===== config.mk =====
export PLATFORM = sky130hd
export DESIGN_NAME = dsad_top
export DESIGN_NICKNAME = d
export VERILOG_FILES = /design/src/verilog/dsad_pkg.sv /design/src/verilog/dsad_per_decode.sv /design/src/verilog/dsad_top.sv
export SDC_FILE = /design/constraint.sdc
export NUM_CORES = 1
export LEC_CHECK = 0
export ABC_AREA = 1
export BUFFER_PORTS_ARGS = -buffer_cell sky130_fd_sc_hd__buf_4
export CAP_MARGIN = 10
export CORE_UTILIZATION = 40
export CTS_CLUSTER_DIAMETER = 30
export CTS_CLUSTER_SIZE = 8
export DETAILED_ROUTE_END_ITERATION = 6
export PLACE_DENSITY = 0.68
export SLEW_MARGIN = 10
export SYNTH_ARGS = -nofsm -noshare
export SYNTH_HDL_FRONTEND = slang
export SYNTH_HIERARCHICAL = 1
export SYNTH_SLANG_ARGS = --single-unit

===== constraint.sdc =====
create_clock -name clk -period 6.4 [get_ports clk]
set_clock_uncertainty 0.15 [all_clocks]
set_input_delay 0.32 -clock clk [delete_from_list [all_inputs] [get_ports clk]]
set_output_delay 0.32 -clock clk [all_outputs]
set_load 0.01 [all_outputs]

===== src/verilog/dsad_pkg.sv =====
`default_nettype none
// shared constants for the data space address decoder
package dsad_pkg;
    // bus widths: word addresses, 16-bit words, 32-bit long words
    localparam int ADDR_W = 24;
    localparam int WORD_W = 16;
    localparam int LONG_W = 32;
    // data ram: words 000000..000FFF, held as 2K entries of 32 bits
    localparam logic [23:0] RAM_LO = 24'h000000;
    localparam logic [23:0] RAM_HI = 24'h000FFF;
    localparam int RAM_IDX_W = 11;
    // data flash array: words 001000..001FFF
    localparam logic [23:0] DFL_LO = 24'h001000;
    localparam logic [23:0] DFL_HI = 24'h001FFF;
    localparam int DFL_OFF_W = 12;
    // peripheral window: words 00F000..00FFFF, 4096 locations
    localparam logic [23:0] PER_LO = 24'h00F000;
    localparam logic [23:0] PER_HI = 24'h00FFFF;
    localparam int PER_OFF_W = 12;
    localparam logic [12:0] PER_WIN_END = 13'h1000;
    // debug window: top 256 words
    localparam logic [23:0] DBG_LO = 24'hFFFF00;
    localparam logic [23:0] DBG_HI = 24'hFFFFFF;
    localparam int DBG_OFF_W = 8;
    // flash configuration words at the top of program flash
    localparam logic [15:0] CFG_FIRST = 16'h3FF7;
    localparam logic [15:0] CFG_LAST = 16'h3FFF;
    localparam logic [3:0] CFG_WORDS = 4'h9;
    localparam logic [3:0] CFG_IDX_LAST = 4'h8;
    // peripheral bank bases, offsets inside the window, ascending
    localparam int PER_NUM = 20;
    localparam logic [11:0] PER_BASE [0:19] = '{
        12'h040, 12'h0C0, 12'h140, 12'h180, 12'h1A0,
        12'h200, 12'h270, 12'h280, 12'h290, 12'h2A0,
        12'h2B0, 12'h2C0, 12'h2D0, 12'h2E0, 12'h300,
        12'h310, 12'h350, 12'h360, 12'h400, 12'h800};
    // bank index of the first quad timer and of the flash controller
    localparam int PER_IDX_FIRST_TIMER = 0;
    localparam int PER_IDX_FLASH_CTRL = 18;
    // one-hot region code carried to the response stage
    typedef enum logic [4:0] {
        DSAD_R_NONE = 5'h01,
        DSAD_R_RAM = 5'h02,
        DSAD_R_DFL = 5'h04,
        DSAD_R_PER = 5'h08,
        DSAD_R_DBG = 5'h10
    } dsad_region_e;
    // configuration loader states
    typedef enum logic [2:0] {
        DSAD_CFG_LOAD = 3'h1,
        DSAD_CFG_WRITE = 3'h2,
        DSAD_CFG_DONE = 3'h4
    } dsad_cfg_e;
    // end of bank i inside the window (exclusive)
    function automatic logic [12:0] dsad_per_end(input int i);
        if (i + 1 < PER_NUM) begin
            return {1'b0, PER_BASE[i + 1]};
        end
        return PER_WIN_END;
    endfunction
endpackage
`default_nettype wire


===== src/verilog/dsad_per_decode.sv =====
`timescale 1ns/1ps
`default_nettype none
// picks one peripheral bank from an offset inside the peripheral window
module dsad_per_decode #(
    parameter int NUM_BANKS = dsad_pkg::PER_NUM
) (
    // offset inside the window
    input wire logic [11:0] win_off,
    // one-hot bank select and offset from that bank's base
    output logic [NUM_BANKS-1:0] bank_sel,
    output logic [11:0] bank_off,
    output logic bank_hit
);
    // running or of the masked per-bank offsets
    logic [11:0] off_chain [0:NUM_BANKS];

    assign off_chain[0] = 12'h000;

    // one comparator pair per bank; bases never overlap, so at most one hits
    for (genvar i = 0; i < NUM_BANKS; i++) begin : g_bank
        localparam logic [12:0] LO = {1'b0, dsad_pkg::PER_BASE[i]};
        localparam logic [12:0] HI = dsad_pkg::dsad_per_end(i);
        // bank owns [LO, HI)
        assign bank_sel[i] = ({1'b0, win_off} >= LO) && ({1'b0, win_off} < HI); // see [RULE16]
        // offset relative to the bank base
        assign off_chain[i + 1] = off_chain[i] |
            (bank_sel[i] ? (win_off - dsad_pkg::PER_BASE[i]) : 12'h000); // see [RULE14]
    end

    // gap below the first base selects nothing
    assign bank_off = off_chain[NUM_BANKS];
    assign bank_hit = |bank_sel; // see [RULE15]
endmodule
`default_nettype wire


===== src/verilog/dsad_top.sv =====
// Notes on behaviour
// [RULE1] addresses are 16-bit word addresses
// [RULE2] words 000000-000FFF select data ram
// [RULE3] ram is 2K x 32, long word single cycle
// [RULE4] words 001000-001FFF select data flash
// [RULE5] no data flash variant: range selects nothing
// [RULE6] words 00F000-00FFFF select peripheral space
// [RULE7] top 256 words select debug registers
// [RULE8] master uses word accesses on peripherals
// [RULE9] program and boot flash share control bank
// [RULE10] data flash has its own control bank
// [RULE11] top nine program words configure flash controller
// [RULE12] init copies nine words into controller registers
// [RULE13] configuration words sit at 3FF7-3FFF
// [RULE14] first quad timer bank starts at 00F040
// [RULE15] reserved ranges select nothing, read zero
// [RULE16] exactly one peripheral select, offset passed
`timescale 1ns/1ps
`default_nettype none
module dsad_top #(
    parameter bit HAS_DATA_FLASH = 1'b1,
    parameter int NUM_BANKS = dsad_pkg::PER_NUM
) (
    // clock and reset
    input wire logic clk,
    input wire logic rst,
    // core data request
    input wire logic req_valid,
    output logic req_ready,
    input wire logic [23:0] req_addr,
    input wire logic req_write,
    input wire logic req_long,
    input wire logic [31:0] req_wdata,
    // core read response
    output logic rsp_valid,
    output logic [31:0] rsp_rdata,
    // data ram port
    output logic ram_en,
    output logic ram_we,
    output logic [10:0] ram_addr,
    output logic [1:0] ram_be,
    output logic [31:0] ram_wdata,
    input wire logic [31:0] ram_rdata,
    // data flash port
    output logic dfl_en,
    output logic dfl_we,
    output logic [11:0] dfl_addr,
    output logic [15:0] dfl_wdata,
    input wire logic [15:0] dfl_rdata,
    // peripheral banks
    output logic [NUM_BANKS-1:0] per_sel,
    output logic per_we,
    output logic [11:0] per_offset,
    output logic [15:0] per_wdata,
    input wire logic [15:0] per_rdata,
    // debug register window
    output logic dbg_en,
    output logic dbg_we,
    output logic [7:0] dbg_offset,
    output logic [15:0] dbg_wdata,
    input wire logic [15:0] dbg_rdata,
    // flash controller bank steering
    input wire logic prog_pflash_acc,
    input wire logic prog_boot_acc,
    output logic fc_prog_bank_sel,
    output logic fc_data_bank_sel,
    // configuration word read from program flash
    output logic cfg_rd_req,
    output logic [15:0] cfg_rd_addr,
    input wire logic cfg_rd_ack,
    input wire logic [15:0] cfg_rd_data,
    // configuration word write into controller registers
    output logic cfg_wr_en,
    output logic [3:0] cfg_wr_idx,
    output logic [15:0] cfg_wr_data,
    output logic init_done
);
    // request accepted this cycle
    logic acc;
    // region hits of the live request
    logic hit_ram;
    logic hit_dfl;
    logic hit_per;
    logic hit_dbg;
    // peripheral decoder outputs
    logic [NUM_BANKS-1:0] bank_sel;
    logic [11:0] bank_off;
    logic bank_hit;
    // stage one registers
    logic ram_en_reg;
    logic ram_we_reg;
    logic [10:0] ram_addr_reg;
    logic [1:0] ram_be_reg;
    logic [31:0] ram_wdata_reg;
    logic dfl_en_reg;
    logic dfl_we_reg;
    logic [11:0] dfl_addr_reg;
    logic [NUM_BANKS-1:0] per_sel_reg;
    logic per_we_reg;
    logic [11:0] per_offset_reg;
    logic dbg_en_reg;
    logic dbg_we_reg;
    logic [7:0] dbg_offset_reg;
    logic [15:0] wdata_reg;
    logic fc_prog_reg;
    logic fc_data_reg;
    // read tracking for the response stage
    logic rd_reg;
    logic long_reg;
    logic half_reg;
    dsad_pkg::dsad_region_e region_reg;
    dsad_pkg::dsad_region_e region_next;
    // response stage
    logic rsp_valid_reg;
    logic [31:0] rsp_rdata_reg;
    logic [31:0] rsp_rdata_next;
    // configuration loader
    dsad_pkg::dsad_cfg_e cfg_state_reg;
    logic [3:0] cfg_cnt_reg;
    logic [15:0] cfg_addr_reg;
    logic cfg_wr_en_reg;
    logic [15:0] cfg_data_reg;
    logic init_done_reg;

    // the core is held off until the configuration words are in place
    assign req_ready = init_done_reg;
    assign acc = req_valid && req_ready;

    // region compare on word addresses
    assign hit_ram = (req_addr <= dsad_pkg::RAM_HI); // see [RULE1] [RULE2]
    // the flash range only counts when the variant carries data flash
    assign hit_dfl = HAS_DATA_FLASH && (req_addr >= dsad_pkg::DFL_LO) &&
        (req_addr <= dsad_pkg::DFL_HI); // see [RULE4] [RULE5]
    // inside the window only a bank hit selects anything
    assign hit_per = (req_addr >= dsad_pkg::PER_LO) &&
        (req_addr <= dsad_pkg::PER_HI) && bank_hit; // see [RULE6]
    assign hit_dbg = (req_addr >= dsad_pkg::DBG_LO); // see [RULE7]

    // bank decode inside the peripheral window
    dsad_per_decode #(
        .NUM_BANKS(NUM_BANKS)
    ) u_per_decode (
        .win_off(req_addr[dsad_pkg::PER_OFF_W-1:0]),
        .bank_sel(bank_sel),
        .bank_off(bank_off),
        .bank_hit(bank_hit)
    );

    // region code of the live request; anything else is reserved
    always_comb begin
        region_next = dsad_pkg::DSAD_R_NONE; // see [RULE15]
        if (hit_ram) begin
            region_next = dsad_pkg::DSAD_R_RAM;
        end else if (hit_dfl) begin
            region_next = dsad_pkg::DSAD_R_DFL;
        end else if (hit_per) begin
            region_next = dsad_pkg::DSAD_R_PER;
        end else if (hit_dbg) begin
            region_next = dsad_pkg::DSAD_R_DBG;
        end
    end

    // ram strobes: one 32-bit entry holds two words
    always_ff @(posedge clk) begin
        if (rst) begin
            ram_en_reg <= 1'b0;
            ram_we_reg <= 1'b0;
            ram_addr_reg <= 11'h000;
            ram_be_reg <= 2'h0;
            ram_wdata_reg <= 32'h0000_0000;
        end else begin
            ram_en_reg <= acc && hit_ram;
            ram_we_reg <= acc && hit_ram && req_write;
            // word address bits above bit 0 pick the entry
            ram_addr_reg <= req_addr[dsad_pkg::RAM_IDX_W:1]; // see [RULE3]
            // long word: both halves in one cycle
            if (req_long) begin
                ram_be_reg <= 2'h3; // see [RULE3]
                ram_wdata_reg <= req_wdata;
            end else begin
                // bit 0 picks the half; word is copied to both lanes
                ram_be_reg <= req_addr[0] ? 2'h2 : 2'h1; // see [RULE1]
                ram_wdata_reg <= {req_wdata[15:0], req_wdata[15:0]};
            end
        end
    end

    // 16-bit targets: flash, peripherals, debug
    always_ff @(posedge clk) begin
        if (rst) begin
            dfl_en_reg <= 1'b0;
            dfl_we_reg <= 1'b0;
            dfl_addr_reg <= 12'h000;
            per_sel_reg <= '0;
            per_we_reg <= 1'b0;
            per_offset_reg <= 12'h000;
            dbg_en_reg <= 1'b0;
            dbg_we_reg <= 1'b0;
            dbg_offset_reg <= 8'h00;
            wdata_reg <= 16'h0000;
        end else begin
            dfl_en_reg <= acc && hit_dfl;
            dfl_we_reg <= acc && hit_dfl && req_write;
            dfl_addr_reg <= req_addr[dsad_pkg::DFL_OFF_W-1:0];
            // exactly one bank, with the offset from its base
            per_sel_reg <= (acc && hit_per) ? bank_sel : '0; // see [RULE16]
            per_we_reg <= acc && hit_per && req_write;
            per_offset_reg <= bank_off; // see [RULE14]
            dbg_en_reg <= acc && hit_dbg;
            dbg_we_reg <= acc && hit_dbg && req_write;
            dbg_offset_reg <= req_addr[dsad_pkg::DBG_OFF_W-1:0];
            // narrow targets take only the low word of a long access
            wdata_reg <= req_wdata[15:0]; // see [RULE8]
        end
    end

    // flash controller bank steering
    always_ff @(posedge clk) begin
        if (rst) begin
            fc_prog_reg <= 1'b0;
            fc_data_reg <= 1'b0;
        end else begin
            // program, boot and configuration reads all use one bank
            fc_prog_reg <= prog_pflash_acc || prog_boot_acc ||
                (cfg_state_reg == dsad_pkg::DSAD_CFG_LOAD); // see [RULE9]
            // data flash accesses use the other bank
            fc_data_reg <= acc && hit_dfl; // see [RULE10]
        end
    end

    // remember what a read needs for its answer
    always_ff @(posedge clk) begin
        if (rst) begin
            rd_reg <= 1'b0;
            long_reg <= 1'b0;
            half_reg <= 1'b0;
            region_reg <= dsad_pkg::DSAD_R_NONE;
        end else begin
            rd_reg <= acc && !req_write;
            long_reg <= req_long;
            half_reg <= req_addr[0];
            region_reg <= region_next;
        end
    end

    // answer mux; reserved space reads as zero
    always_comb begin
        rsp_rdata_next = 32'h0000_0000;
        unique case (region_reg)
            dsad_pkg::DSAD_R_NONE: begin
                rsp_rdata_next = 32'h0000_0000; // see [RULE15]
            end
            dsad_pkg::DSAD_R_RAM: begin
                if (long_reg) begin
                    rsp_rdata_next = ram_rdata; // see [RULE3]
                end else if (half_reg) begin
                    rsp_rdata_next = {16'h0000, ram_rdata[31:16]};
                end else begin
                    rsp_rdata_next = {16'h0000, ram_rdata[15:0]};
                end
            end
            dsad_pkg::DSAD_R_DFL: begin
                rsp_rdata_next = {16'h0000, dfl_rdata};
            end
            dsad_pkg::DSAD_R_PER: begin
                rsp_rdata_next = {16'h0000, per_rdata};
            end
            dsad_pkg::DSAD_R_DBG: begin
                rsp_rdata_next = {16'h0000, dbg_rdata};
            end
            default: begin
                rsp_rdata_next = 32'h0000_0000;
            end
        endcase
    end

    // response register, two cycles after acceptance
    always_ff @(posedge clk) begin
        if (rst) begin
            rsp_valid_reg <= 1'b0;
            rsp_rdata_reg <= 32'h0000_0000;
        end else begin
            rsp_valid_reg <= rd_reg;
            rsp_rdata_reg <= rd_reg ? rsp_rdata_next : 32'h0000_0000;
        end
    end

    // configuration loader: read a word, write it, step, nine times
    always_ff @(posedge clk) begin
        if (rst) begin
            cfg_state_reg <= dsad_pkg::DSAD_CFG_LOAD;
        end else begin
            unique case (cfg_state_reg)
                dsad_pkg::DSAD_CFG_LOAD: begin
                    if (cfg_rd_ack) begin
                        cfg_state_reg <= dsad_pkg::DSAD_CFG_WRITE;
                    end
                end
                dsad_pkg::DSAD_CFG_WRITE: begin
                    // stop after the ninth word
                    if (cfg_cnt_reg == dsad_pkg::CFG_IDX_LAST) begin
                        cfg_state_reg <= dsad_pkg::DSAD_CFG_DONE; // see [RULE11]
                    end else begin
                        cfg_state_reg <= dsad_pkg::DSAD_CFG_LOAD;
                    end
                end
                dsad_pkg::DSAD_CFG_DONE: begin
                    cfg_state_reg <= dsad_pkg::DSAD_CFG_DONE;
                end
                default: begin
                    cfg_state_reg <= dsad_pkg::DSAD_CFG_LOAD;
                end
            endcase
        end
    end

    // loader index, address and write strobe
    always_ff @(posedge clk) begin
        if (rst) begin
            cfg_cnt_reg <= 4'h0;
            cfg_addr_reg <= dsad_pkg::CFG_FIRST; // see [RULE13]
            cfg_wr_en_reg <= 1'b0;
            cfg_data_reg <= 16'h0000;
            init_done_reg <= 1'b0;
        end else begin
            // copy the word just read into the matching register
            cfg_wr_en_reg <= (cfg_state_reg == dsad_pkg::DSAD_CFG_LOAD) && cfg_rd_ack; // see [RULE12]
            if ((cfg_state_reg == dsad_pkg::DSAD_CFG_LOAD) && cfg_rd_ack) begin
                cfg_data_reg <= cfg_rd_data;
            end
            if (cfg_state_reg == dsad_pkg::DSAD_CFG_WRITE) begin
                if (cfg_cnt_reg == dsad_pkg::CFG_IDX_LAST) begin
                    init_done_reg <= 1'b1;
                end else begin
                    cfg_cnt_reg <= cfg_cnt_reg + 4'h1;
                    cfg_addr_reg <= cfg_addr_reg + 16'h0001; // see [RULE13]
                end
            end
        end
    end

    // outputs
    assign ram_en = ram_en_reg;
    assign ram_we = ram_we_reg;
    assign ram_addr = ram_addr_reg;
    assign ram_be = ram_be_reg;
    assign ram_wdata = ram_wdata_reg;
    assign dfl_en = dfl_en_reg;
    assign dfl_we = dfl_we_reg;
    assign dfl_addr = dfl_addr_reg;
    assign dfl_wdata = wdata_reg;
    assign per_sel = per_sel_reg;
    assign per_we = per_we_reg;
    assign per_offset = per_offset_reg;
    assign per_wdata = wdata_reg;
    assign dbg_en = dbg_en_reg;
    assign dbg_we = dbg_we_reg;
    assign dbg_offset = dbg_offset_reg;
    assign dbg_wdata = wdata_reg;
    assign fc_prog_bank_sel = fc_prog_reg;
    assign fc_data_bank_sel = fc_data_reg;
    assign rsp_valid = rsp_valid_reg;
    assign rsp_rdata = rsp_rdata_reg;
    assign cfg_rd_req = (cfg_state_reg == dsad_pkg::DSAD_CFG_LOAD);
    assign cfg_rd_addr = cfg_addr_reg;
    assign cfg_wr_en = cfg_wr_en_reg;
    assign cfg_wr_idx = cfg_cnt_reg;
    assign cfg_wr_data = cfg_data_reg;
    assign init_done = init_done_reg;

    // helper: configuration writes seen so far
    logic [3:0] chk_wr_cnt;
    always_ff @(posedge clk) begin
        if (rst) begin
            chk_wr_cnt <= 4'h0;
        end else if (cfg_wr_en_reg) begin
            chk_wr_cnt <= chk_wr_cnt + 4'h1;
        end
    end
endmodule
`default_nettype wire


After elaboration in Yosys (flattened, before gate mapping)
Cells that the tools add are included.

word-level totals
  word-level logic and storage cells = 206
  bits of input ports = 160
  register bits = 203

cells by class
  reduce and logical (&&, ||, !) cells = 44
  equality and inequality tests = 9
  $add $sub $neg = 22
  bitwise logic cells = 22
  multiplexer cells = 33
  $lt $le $gt $ge = 45

operators by type and width
  kind                    count
  $mux 12                 20
  $or 12x12->12           19
  $ge 12x10->1 const B    13
  $lt 12x10->1 const B    13
  $sub 12x10->12 const B  13
  $pmux 32 s4             1
  $mux 32                 2
  $ge 12x9->1 const B     3
  $lt 12x9->1 const B     3
  $sub 12x9->12 const B   3
  $logic_and 1x1->1       33
  $ge 24x13->1 const B    1
  $ge 24x16->1 const B    1
  $ge 24x24->1 const B    1
  $le 24x12->1 const B    1
  $le 24x13->1 const B    1
  $le 24x16->1 const B    1
  $reduce_or 20->1        1
  $add 16x1->16 const B   1
  $mux 16                 1
  $ge 12x11->1 const B    1
  $ge 12x12->1 const B    1
  $ge 12x7->1 const B     1
  $ge 12x8->1 const B     1
  29 further kinds        39

Depth between registers and ports, before layout
  word-level depth = 22
  mapped depth = 20
  gate-level depth less buffers = 17

By module
Netlist, hierarchy kept.

by module, submodules not included
  module           area each (µm²)  seq. area each (µm²)  cells an instance  instances
  dsad_top         6580.1           3343.2                854                1
  dsad_per_decode  3296.9           0.0                   642                1

Least setup slack after synthesis
Ideal clock, no wire load.

  path kind = input port to flip-flop
  from = in req_addr[10]
  to = reg per_sel_reg[0] (netlist: per_sel[0])
  stages = 15
  arrival = 2.576 ns
  setup time = 0.127 ns
  path slack = 3.547 ns
  data required time = 6.123 ns
  cells stage by stage = inv_2 -> clkbuf_1 -> ha_1 -> nand2_2 -> a21oi_2 -> o21ai_2 -> nand2_2 -> nand2_1 -> nor2_2 -> nand3_2 -> nor2_4 -> inv_1 -> nand4_1 -> clkbuf_1 -> nor2_1

on the way
  longest elaborated chain between the ends = 7

ends and longest elaborated chain
  item                                 line                   text
  start, declared                      dsad_top.sv:30         input wire logic [23:0] req_addr,
  $ge 12x7->1 (tied with other cells)  dsad_per_decode.sv:24  assign bank_sel[i] = ({1'b0, win_off} >= LO) && ({1'b0, win_off} < HI);
  $logic_and 1x1->1                    dsad_per_decode.sv:24
  $reduce_or 20->1 *                   dsad_per_decode.sv:32  assign bank_hit = |bank_sel;
  via bank_hit                         dsad_top.sv:88         logic bank_hit;
  $logic_and 1x1->1 *                  dsad_top.sv:136        (req_addr <= dsad_pkg::PER_HI) && bank_hit;
  $logic_and 1x1->1 *                  dsad_top.sv:206        per_sel_reg <= (acc && hit_per) ? bank_sel : '0;
  $not 1->1 (no line) *                -
  $reduce_or 2->1 (no line) *          -
  end signal, assigned                 dsad_top.sv:206
  end, declared                        dsad_top.sv:98         logic [NUM_BANKS-1:0] per_sel_reg;

Mark *: on every way through the listed nets, which the timed path passes. The rest lies on a longest branch.
A chain may end at the register's enable or synchronous reset.

Worst setup path after layout
  from = in req_addr[10]
  to = reg per_sel_reg[3] (netlist: per_sel[3])

Same word-level chain as after synthesis.

==> key figures <==
Floorplanning
  – Horiz. Die Dim: 159 um
  – Core Rows: 57
  – Core area: 24200 um^2
  – Die area: 25300 um^2
  – I/O pin total: 387
  – Starting utilization of the core area: 40.7%
  – Y dimension of the die: 159 um

Clocking
  – Number of H-tree levels: 4
  – CTS buffer count: 17
  – Post-CTS clock slew at the launch and capture registers of the worst setup and hold paths: 60 ps
  – Clk Tree Root Cell: sky130_fd_sc_hd__clkbuf_16
  – Max clock buf depth: 2
  – Setup repair bufs after CTS: 0
  – TritonCTS clock tree: done
  – Insertion delay to the later sink of the worst-skew pair: 430 ps
  – Clk sink count: 167

Route
  – Routed vias: 11000
  – Routed length per placed instance: 18.7 um
  – Vias per Instance: 5.07
  – Number of nets still failing antenna checks after routing: 0
  – Count of unresolved DRC violations after routing: 0
  – Count of TritonRoute iterations in the first routing pass: 6
  – Number of violations reported at the end of detailed-routing iteration 0: 1142
  – Final WL: 40500 um

GRT
  – Number of global-route vias before repair: 10200
  – Total congestion overflow: 0
  – First-pass GRT wire length: 59700 um
  – Largest net degree at the start of global routing: 60
  – GR met1 Demand/Resource: 37.5%
  – Global-route layer with the greatest usage: met2
  – Initial antenna violation count: 0
  – Global routing usage on met3: 5.55%
  – Met2 track utilization from global routing: 52.6%
  – Total global routing track utilization: 30.9%

STA
  – Min cycle time layout: 3690 ps
  – Worst setup slack after layout: 2710 ps
  – Maximum clock frequency: 271 MHz
  – Final cycle utilization of the critical path: 57.6%
  – Slew margin rel.: 36.6%
  – Final Hold Viols: 0
  – Final count of pins violating max slew: 0
  – Setup repair after global routing missed its margin: no
  – WHS: 25.0 ps
  – Worst slew pin tran: 944 ps
  – # setup viols final: 0
  – Setup TNS: 0 ps

Critical path
  – Element type at the critical path end: flop
  – Worst path most repeated cell: sky130_fd_sc_hd__nand2_2
  – Crit path cell chain: buf_4 -> inv_2 -> ha_1 -> inv_2 -> nor2_8 -> nand2_1 -> clkinv_1 -> nand2_2 -> nand2_2 -> nand2_1 -> nor2_2 -> nand2_2 -> nor2_4 -> inv_1 -> nand4_1 -> nor2_1
  – Cell depth of the worst flop-to-flop path: 8
  – Maximum cell stage delay along the critical path: 700 ps
  – Worst Setup Path Type: in2reg
  – Slowest library cell on the worst path: sky130_fd_sc_hd__ha_1
  – Launching element type of the critical path: input pin
  – Worst Path Arrival: 3810 ps
  – Required @ worst endpoint: 6520 ps
  – Largest fanout on the critical path: 21

Power
  – PD cells: 204 nW/um^2
  – Worst vdd rail ir drop: 0.000129 V
  – Fraction of power spent switching nets: 29.2%
  – Sequential power share: 39.9%
  – Switching pwr: 0.808 mW
  – Part of the total power dissipated in the clock network: 39.5%
  – Internal power: 1.96 mW
  – P_leak: 7.14 nW
  – Combinational group share of total power: 20.6%

Yosys
  – Post-synthesis register bit count: 167
  – Distinct cell type count after synthesis: 47
  – Mean area per synthesized cell: 6.60 um^2
  – Asr flop ratio synth: 0%
  – EDFF count, synth: 0
  – Fraction of the yosys area taken by sequential cells: 33.8%
  – YS warnings: 6
  – Synth Cell Area: 9880 um^2
  – Mapped Cells: 1496
  – Primary FF master, synth: sky130_fd_sc_hd__dfxtp_1
  – Net count after synthesis: 1690

Placed design
  – Detailed Place HPWL: 31200 um
  – Count of input and output buffers: 386
  – Routability-driven placement congestion ratio: 1.03
  – Cells after DPL: 2091
  – Setup Slack @ Placement: 2340 ps

Worst hold path
  – Type of the worst min-delay path: in2reg
  – Worst Hold Path Cells: 3

Layout
  – Post-route non-filler standard cell count: 2174
  – Share of cells above drive strength 1: 25.7%
  – Antenna cells: 0
  – Layout fillers: 2408
  – Net total in the final layout: 2032
  – Synth-to-Final Area Change: 37.4%
  – Total area of multi-input combinational cells: 4920 um^2
  – Total area of sequential cells: 3340 um^2

Status
  – Result of the run: completed

Job
  – Max-cap check violation count: 0
[power by group through the flow]
stage,Sequential (mW),Combinational [mW],Clock (mW)
after floorplan,1.14,0.278,0
after global placement,1.12,0.531,0
after detailed placement,1.13,0.531,0
after CTS,1.10,0.560,1.12
after global routing,1.11,0.609,1.15
final,1.10,0.571,1.09
[critical path: cells and delay by family]
kind / cells / cell delay [ps]
and+or+nand+nor: 10 / 1760
adders and majority gates: 1 / 700
buffers and inverters: 5 / 990
[what timing repair did]
item                      CTS  global route
gates resized for setup     0             0
hold endpoints to repair   51             0
hold buffers               52             0
[layout by cell type, fill, tap and decap left out, types with 16 or more instances in the layout]
master | netlist | final
sky130_fd_sc_hd__a21oi_1 | 27 | 27
sky130_fd_sc_hd__buf_4 | 75 | 390
sky130_fd_sc_hd__clkbuf_16 | 0 | 17
sky130_fd_sc_hd__dfxtp_1 | 167 | 167
sky130_fd_sc_hd__dlygate4sd3_1 | 0 | 52
sky130_fd_sc_hd__ha_1 | 34 | 34
sky130_fd_sc_hd__inv_1 | 204 | 204
sky130_fd_sc_hd__nand2_1 | 351 | 351
sky130_fd_sc_hd__nand3_1 | 99 | 99
sky130_fd_sc_hd__nand4_1 | 23 | 23
sky130_fd_sc_hd__nor2_1 | 235 | 235
sky130_fd_sc_hd__nor3_1 | 26 | 26
sky130_fd_sc_hd__o21ai_0 | 63 | 63
sky130_fd_sc_hd__o22a_1 | 16 | 16
sky130_fd_sc_hd__o22ai_1 | 17 | 17
sky130_fd_sc_hd__xor2_1 | 29 | 29
[routing by layer]
metal	share of wire, %	up-vias
met5	0	-
met4	4.7	0
met3	6.9	105
met2	48	561
met1	40	5070
li1	-	5279
[worst paths after layout]
path                                  endpoint                        start  slack, ps
setup / recovery         per_sel[3]$_SDFF_PP0_                 req_addr[10]       2710
hold / removal    cfg_wr_data[15]$_SDFFE_PP0P_              cfg_rd_data[15]         30
setup reg to reg  cfg_rd_addr[11]$_SDFFE_PP1P_   cfg_wr_idx[0]$_SDFFE_PP0P_       4100
hold reg to reg    cfg_wr_data[2]$_SDFFE_PP0P_  cfg_wr_data[2]$_SDFFE_PP0P_        340
[cell families after synthesis]
family                     share of synthesized area (%)
buffers and inverters                               16.4
adders and majority gates                           4.31
muxes                                              0.101
xor gates and xnor gates                            3.10
and+or+nand+nor                                     33.5
AOI/OAI and AO/OA                                   8.77
DFF                                                 33.8
[through the flow]
step	utilization, %	total power, mW	area (um^2)
6_report	56.0	2.77	13600
5_1_grt	56.0	2.87	13600
4_1_cts	56.0	2.78	13600
3_5_place_dp	51.3	1.66	12400
3_3_place_gp	51.3	1.66	12400
2_1_floorplan	-	1.42	9880
[synthesized netlist by cell type (all sizes together) (24+ instances only)]
| cell | number | share of area, % |
|---|---|---|
| nand4 | 24 | 1.6 |
| nand3 | 103 | 5.4 |
| nor2 | 245 | 9.9 |
| o21ai | 71 | 3.8 |
| inv | 220 | 8.4 |
| a21oi | 30 | 1.7 |
| xor2 | 29 | 2.6 |
| ha | 34 | 4.3 |
| nor3 | 26 | 1.3 |
| nand2 | 362 | 14 |
| dfxtp | 167 | 34 |
| buf | 99 | 7.1 |
[final cells by class]
type | count | share of cell area [%]
inverters | 221 | 6.15
flip-flops and latches | 167 | 24.6
well taps | 324 | 2.99
multi-input cells | 989 | 36.2
clock buffers | 18 | 3.24
clock inverters | 13 | 1.35
repair buffers | 442 | 25.4
No activity file was read; power rests on OpenSTA's default activity.
